[config.mk]
export PLATFORM = sky130hd
export DESIGN_NAME = sobr_branch
export DESIGN_NICKNAME = d
export VERILOG_FILES = /design/src/sobr_pkg.sv /design/src/sobr_decode.sv /design/src/sobr_branch.sv
export SDC_FILE = /design/constraint.sdc
export NUM_CORES = 1
export LEC_CHECK = 0
export BUFFER_PORTS_ARGS = -buffer_cell sky130_fd_sc_hd__buf_2
export CORE_ASPECT_RATIO = 2
export CORE_MARGIN = 3
export CORE_UTILIZATION = 53
export DETAILED_ROUTE_END_ITERATION = 12
export PLACE_DENSITY = 0.83
export SYNTH_ARGS = -nofsm -noshare
export SYNTH_HDL_FRONTEND = slang
export SYNTH_SLANG_ARGS = --single-unit
[constraint.sdc]
create_clock -name ref_clk -period 3 [get_ports ref_clk]
set_input_delay 0.3 -clock ref_clk [delete_from_list [all_inputs] [get_ports ref_clk]]
set_output_delay 0.3 -clock ref_clk [all_outputs]
set_load 0.01 [all_outputs]
[src/sobr_pkg.sv]
// Package for the sign/overflow conditional branch unit.
// Assumes one clock domain; opcodes are local to this processor core.
package sobr_pkg;
  localparam int SOBR_PC_W = 16;
  localparam int SOBR_OP_W = 8;
  // Branch kinds
  typedef enum logic [1:0] {
    SOBR_NEG,
    SOBR_POS,
    SOBR_OVR_CLR,
    SOBR_OVR_SET
  } sobr_kind_type;
  // Encoded lengths in bytes
  localparam logic [1:0] SOBR_LEN_REL = 2'h2;
  localparam logic [1:0] SOBR_LEN_ABS = 2'h3;
  // Execution lengths in cycles
  localparam logic [2:0] SOBR_CYC_REL = 3'h3;
  localparam logic [2:0] SOBR_CYC_ABS = 3'h4;
  // Opcode values; relative forms, absolute form sets bit 3
  localparam logic [7:0] SOBR_OPC_NEG = 8'h40;
  localparam logic [7:0] SOBR_OPC_POS = 8'h41;
  localparam logic [7:0] SOBR_OPC_OVC = 8'h42;
  localparam logic [7:0] SOBR_OPC_OVS = 8'h43;
  localparam logic [7:0] SOBR_OPC_ABS_BIT = 8'h08;
  localparam int SOBR_ABS_POS = 3;
endpackage : sobr_pkg

[src/sobr_decode.sv]
// Opcode decoder for the sign/overflow branch unit.
// Assumes opcode byte is stable while issue is high.
`timescale 1ns/1ps
`default_nettype none
module sobr_decode
  import sobr_pkg::*;
(
  input wire logic [SOBR_OP_W-1:0] opcode,
  output logic hit,
  output logic is_abs,
  output sobr_kind_type kind
);
  logic [7:0] base;
  always_comb begin
    base = opcode & ~SOBR_OPC_ABS_BIT;
    is_abs = opcode[SOBR_ABS_POS];
    hit = 1'b1;
    kind = SOBR_NEG;
    case (base)
      SOBR_OPC_NEG: kind = SOBR_NEG;
      SOBR_OPC_POS: kind = SOBR_POS;
      SOBR_OPC_OVC: kind = SOBR_OVR_CLR;
      SOBR_OPC_OVS: kind = SOBR_OVR_SET;
      default: hit = 1'b0;
    endcase
  end
endmodule : sobr_decode
`default_nettype wire

[src/sobr_branch.sv]
// Sign/overflow conditional branch unit of the embedded processor.
// Assumes the fetch stage presents the opcode and operand bytes at issue,
// and that flags are stable for the duration of the instruction.
//
// Summary of operation
// RULE1 - Negative branch taken when sign flag is one
// RULE2 - Positive branch taken when sign flag is zero
// RULE3 - Overflow-clear branch taken when overflow is zero
// RULE4 - Overflow-set branch taken when overflow is one
// RULE5 - Relative form two bytes, absolute three
// RULE6 - Relative form three cycles, absolute four
// RULE7 - Label target resolves to PC when taken
// RULE8 - Not taken falls through; flags untouched
`timescale 1ns/1ps
`default_nettype none
module sobr_branch
  import sobr_pkg::*;
#(
  parameter int PC_W = SOBR_PC_W
) (
  input wire logic ref_clk,
  input wire logic rst_n,
  input wire logic issue,
  input wire logic [SOBR_OP_W-1:0] opcode,
  input wire logic [7:0] operand_lo,
  input wire logic [7:0] operand_hi,
  input wire logic [PC_W-1:0] pc_in,
  input wire logic flag_sign,
  input wire logic flag_overflow,
  output logic busy,
  output logic done,
  output logic pc_load,
  output logic [PC_W-1:0] pc_next,
  output logic [1:0] instr_len,
  output logic taken
);

  ////////////////////////////////////////////////////////////////////////
  // Decode

  logic hit;
  logic is_abs;
  sobr_kind_type kind;

  sobr_decode u_sobr_decode (
    .opcode(opcode),
    .hit(hit),
    .is_abs(is_abs),
    .kind(kind)
  );

  logic cond;
  always_comb begin
    case (kind)
      SOBR_NEG: cond = flag_sign; // RULE1
      SOBR_POS: cond = ~flag_sign; // RULE2
      SOBR_OVR_CLR: cond = ~flag_overflow; // RULE3
      SOBR_OVR_SET: cond = flag_overflow; // RULE4
      default: cond = 1'b0;
    endcase
  end

  ////////////////////////////////////////////////////////////////////////
  // Sequencer

  typedef enum logic [1:0] {ST_IDLE, ST_EXEC} sobr_state_type;

  logic accept;
  logic last_cyc;
  logic [1:0] len_sel;
  logic [2:0] cyc_sel;
  logic [PC_W-1:0] len_ext;
  logic [PC_W-1:0] rel_off;
  logic [PC_W-1:0] abs_tgt;
  logic [PC_W-1:0] fall;
  logic [PC_W-1:0] target;

  ////////////////////////////////////////////////////////////////////////
  // Target and length, resolved in the issue cycle

  always_comb begin
    len_sel = is_abs ? SOBR_LEN_ABS : SOBR_LEN_REL; // RULE5
    cyc_sel = is_abs ? SOBR_CYC_ABS : SOBR_CYC_REL; // RULE6
    len_ext = PC_W'(len_sel);
    // Signed offset, counted from the address after the branch
    rel_off = PC_W'($signed(operand_lo));
    abs_tgt = PC_W'({operand_hi, operand_lo});
    fall = pc_in + len_ext; // RULE8
    target = is_abs ? abs_tgt : fall + rel_off; // RULE7
  end

  ////////////////////////////////////////////////////////////////////////
  // Sequencer

  sobr_state_type state_r;
  sobr_state_type state_nxt;
  logic [2:0] cnt_r;
  logic [2:0] cnt_nxt;

  // Issue while busy, or with a foreign opcode, is dropped without a trace
  assign accept = issue && hit && (state_r == ST_IDLE);
  assign last_cyc = (state_r == ST_EXEC) && (cnt_r == 3'h1);

  always_comb begin
    state_nxt = state_r;
    cnt_nxt = cnt_r;
    case (state_r)
      ST_IDLE: begin
        if (accept) begin
          state_nxt = ST_EXEC;
          // Count includes the issue cycle
          cnt_nxt = cyc_sel - 3'h1; // RULE6
        end
      end
      ST_EXEC: begin
        cnt_nxt = cnt_r - 3'h1;
        if (last_cyc) begin
          state_nxt = ST_IDLE;
        end
      end
      default: begin
        state_nxt = ST_IDLE;
        cnt_nxt = 3'h0;
      end
    endcase
  end

  always_ff @(posedge ref_clk) begin
    if (!rst_n) begin
      state_r <= ST_IDLE;
      cnt_r <= 3'h0;
    end else begin
      state_r <= state_nxt;
      cnt_r <= cnt_nxt;
    end
  end

  ////////////////////////////////////////////////////////////////////////
  // Status strobes

  logic busy_r;
  logic busy_nxt;
  logic done_r;
  logic done_nxt;
  logic load_r;
  logic load_nxt;

  always_comb begin
    busy_nxt = 1'b0;
    done_nxt = 1'b0;
    load_nxt = 1'b0;
    // Busy follows the sequencer, so a stray state cannot leave it stuck
    case (state_nxt)
      ST_EXEC: busy_nxt = 1'b1;
      default: busy_nxt = 1'b0;
    endcase
    if (last_cyc) begin
      done_nxt = 1'b1;
      // Fall-through is loaded too, so fetch has a single redirect path
      load_nxt = 1'b1; // RULE1 RULE2 RULE3 RULE4 RULE8
    end
  end

  always_ff @(posedge ref_clk) begin
    if (!rst_n) begin
      busy_r <= 1'b0;
      done_r <= 1'b0;
      load_r <= 1'b0;
    end else begin
      busy_r <= busy_nxt;
      done_r <= done_nxt;
      load_r <= load_nxt;
    end
  end

  ////////////////////////////////////////////////////////////////////////
  // Results, held until the next accepted issue

  logic taken_r;
  logic taken_nxt;
  logic [PC_W-1:0] pc_r;
  logic [PC_W-1:0] pc_nxt;
  logic [1:0] len_r;
  logic [1:0] len_nxt;

  always_comb begin
    taken_nxt = taken_r;
    pc_nxt = pc_r;
    len_nxt = len_r;
    if (accept) begin
      taken_nxt = cond; // RULE1 RULE2 RULE3 RULE4
      len_nxt = len_sel; // RULE5
      // Flags are only read, never written
      if (cond) begin
        pc_nxt = target; // RULE7
      end else begin
        pc_nxt = fall; // RULE8
      end
    end
  end

  always_ff @(posedge ref_clk) begin
    if (!rst_n) begin
      taken_r <= 1'b0;
      pc_r <= '0;
      len_r <= 2'h0;
    end else begin
      taken_r <= taken_nxt;
      pc_r <= pc_nxt;
      len_r <= len_nxt;
    end
  end

  ////////////////////////////////////////////////////////////////////////
  // Outputs, each straight from its register

  assign busy = busy_r;
  assign done = done_r;
  assign pc_load = load_r;
  assign pc_next = pc_r;
  assign instr_len = len_r;
  assign taken = taken_r;

endmodule : sobr_branch
`default_nettype wire

==> impl_metrics.json <==
{
  "grt_pass1_wl_mm": 10.47,
  "clock_path_buffers": 2,
  "slew_headroom_pct": 36.57,
  "hold_start": "operand_hi[0]",
  "final_antenna_net_count": 0,
  "synth.cell_area_mm2": 0.002459,
  "io_pins": 67,
  "worst_slew_pin_slew_ps": 951.5,
  "endpoint_kind": "flop",
  "slew_viol_final": 0,
  "n_antenna_cell": 0,
  "crit_slowest_cell": "a2111oi_2",
  "clockRootBuffer": "clkbuf_8",
  "hpwl_mm": 5.381,
  "hold_path_class": "in2reg",
  "ctsResizeCount": 0,
  "critPathArrivalTime_ps": 2880,
  "outcome": "complete, no violations",
  "startpoint_type": "input pin",
  "clock_sink_count": 26,
  "period_share_pct": 90.16,
  "detail_route.vias_per_cell": 5.767,
  "nNetsFinal": 465,
  "die_x_um": 54.16,
  "drc": 0,
  "cpPeakStageDelay_ps": 420,
  "port_buffers": 66,
  "regToRegSetupSlack_ps": 1210,
  "yosys_warnings": 0,
  "dp_cells": 446,
  "p_leak_nw": 1.428,
  "gr-usage-all-layers_pct": 24.81,
  "power_frac_seq_pct": 34.3,
  "synth_flop_cell": "dfxtp_1",
  "htree_levels": 1,
  "hold_end": "pc_next[8]",
  "clock_skew_ps": 1.685,
  "final_hold_viol_count": 0,
  "async_flop_share_pct": 0,
  "swShare_pct": 30.74,
  "cts_buffers": 3,
  "drive_above_1_share_pct": 27.53,
  "post-cts-setup-buffers": 0,
  "rsz0062_at_grt": "no",
  "clkPwrFrac_pct": 28.9,
  "grt_overflow": 0,
  "crit_fanout": 4,
  "fin_setup_tns_ps": 0,
  "grt_pass1_vias": 2413,
  "clk_pin_slew_ps": 90,
  "setup_viol": 0,
  "reg2reg_depth": 5,
  "cts_tree": "yes",
  "power_frac_comb_pct": 36.8,
  "seq_area_frac_synth_pct": 21.17,
  "power.internal_w": 0.0007034,
  "final_cells": 450,
  "coreArea_mm2": 0.004424,
  "start_util_pct": 55.57,
  "hold_depth": 3,
  "ir_worst_vdd_mv": 0.2638,
  "synth_cell_types": 62,
  "drt_iter0_drc": 65,
  "crit_type": "in2reg",
  "p_per_area_mw_per_mm2": 330.6,
  "synth_edf_count": 0,
  "layout_common_cells": "buf_2, buf_4, nand2_1",
  "drt-total-wl_mm": 6.432,
  "first_pass_iters": 4,
  "timing.final.crit_period_ps": 2705,
  "grt_antenna_before_repair": 0,
  "crit_required_ps": 3180,
  "final_common_cell": "buf_2",
  "area.growth.synth_to_final_pct": 24.94,
  "syn_nets": 378,
  "synth-seq-cells": 26,
  "avgSynthCellArea_um2": 7.931,
  "max-cap-violations": 0,
  "clkLatencyLatePin_ps": 280,
  "reg2reg_to": "pc_next[12]",
  "routabilityCongestion": 0.9251,
  "crit_chain": "buf_2 > ha_1 > inv_1 > ha_1 > nor2_1 > xor2_1 > ha_1 > o211ai_1 > o21a_1 > a2111oi_2 > nor2_1 > or3b_1 > a41o_1",
  "avgRoutedWirePerCell_um": 14.29,
  "rows": 34,
  "cts_hold_buf": 0,
  "synthCells": 310,
  "cpMostUsedCell": "ha_1",
  "p_switching_w": 0.0003123,
  "grt_max_degree": 32,
  "max_freq_mhz": 369.7,
  "vias": 2595,
  "reg2reg_from": "state_r[0]",
  "chipHeight_um": 102.3,
  "die_area_mm2": 0.005542
}
[layout make-up]
cell class | instances | area (um^2)
inverter | 13 | 48.80
tap | 54 | 67.56
clock buffer | 3 | 41.29
timing repair buffer | 96 | 555.5
clock inverter | 1 | 30.03
fill | 391 | 1353
multi-input combinational | 257 | 1808
sequential | 26 | 520.5
[power by group through the flow]
stage	clock network, W	logic (W)	registers [W]
2_1_floorplan	0	0.000229	0.000357
4_1_cts	0.000295	0.000371	0.000349
5_1_grt	0.000310	0.000414	0.000349
3_5_place_dp	0	0.000369	0.000357
6_report	0.000294	0.000373	0.000349
3_3_place_gp	0	0.000357	0.000357
[logic make-up (layout without fill, tap and decap cells)]
group	count (synthesis)	in the layout	synth area share [%]
simple gates	112	112	23.67
compound gates	89	89	25.45
buf+inv	27	113	5.293
xor+xnor	26	26	9.822
flops	26	26	21.17
fa+ha+maj	23	23	12.01
mux	6	6	2.443
other cells	1	1	0.1525
[worst max path at each step]
stage	slack, ps	cells after the start	startpoint	endpoint
final	300	13	opcode[3]	pc_next[11]
after global routing	80	15	opcode[3]	pc_next[15]
after CTS	290	13	opcode[3]	pc_next[11]
after detailed placement	-4	13	opcode[3]	pc_next[11]
after global placement	60	15	opcode[3]	pc_next[15]
after floorplan	220	12	opcode[3]	pc_next[11]
[flip-flops by register name, indices dropped and copies added (netlist names)]
name       flops
busy           1
pc_next       16
taken          1
state_r        2
cnt_r          3
instr_len      2
pc_load        1
[metal layers]
layer | global-route usage (%) | routed length, um
met2 | 45.43 | 3560
met4 | 12.86 | 190
met1 | 27.02 | 2420
met3 | 1.168 | 262
met5 | 0 | 0
[worst max-delay path: cells and delay by family]
family                   cells  cell delay [ps]
adder cells (fa/ha/maj)      3              760
XOR/XNOR                     1              160
buffers and inverters        2              170
AND/OR/NAND/NOR              3              550
AO/OA/AOI/OAI                4              940
[Yosys cell counts, drive strengths merged, types with 4 or more instances]
cell / number / area, um^2
xnor2: 14 / 122.6
a211oi: 8 / 60.06
nand3: 10 / 50.05
nand2: 30 / 120.1
o21ai: 11 / 55.05
inv: 13 / 48.80
a21oi: 20 / 100.1
o21a: 4 / 30.03
nand2b: 5 / 31.28
o211ai: 11 / 82.58
nor3: 14 / 80.08
o31ai: 4 / 30.03
a21boi: 6 / 45.05
clkbuf: 7 / 26.28
dfxtp: 26 / 520.5
xor2: 11 / 96.34
ha: 22 / 275.3
mux2i: 6 / 60.06
nor3b: 4 / 41.29
buf: 7 / 55.05
nor2: 28 / 105.1
[metrics by stage]
step	power (W)	cell area, um^2	worst slack [ps]	hold slack [ps]	utilization (%)
CTS	0.001014	3072	287.0	328.8	69.43
global route	0.001074	3072	84.97	392.3	69.43
detailed placement	0.0007258	3000	-4.489	448.4	67.82
floorplan	0.0005866	2459	215.2	466.1	-
finish	0.001016	3072	295.3	327.9	69.43
global placement	0.0007133	3000	63.05	442.1	67.82
Power figures use the tool's default switching activity.
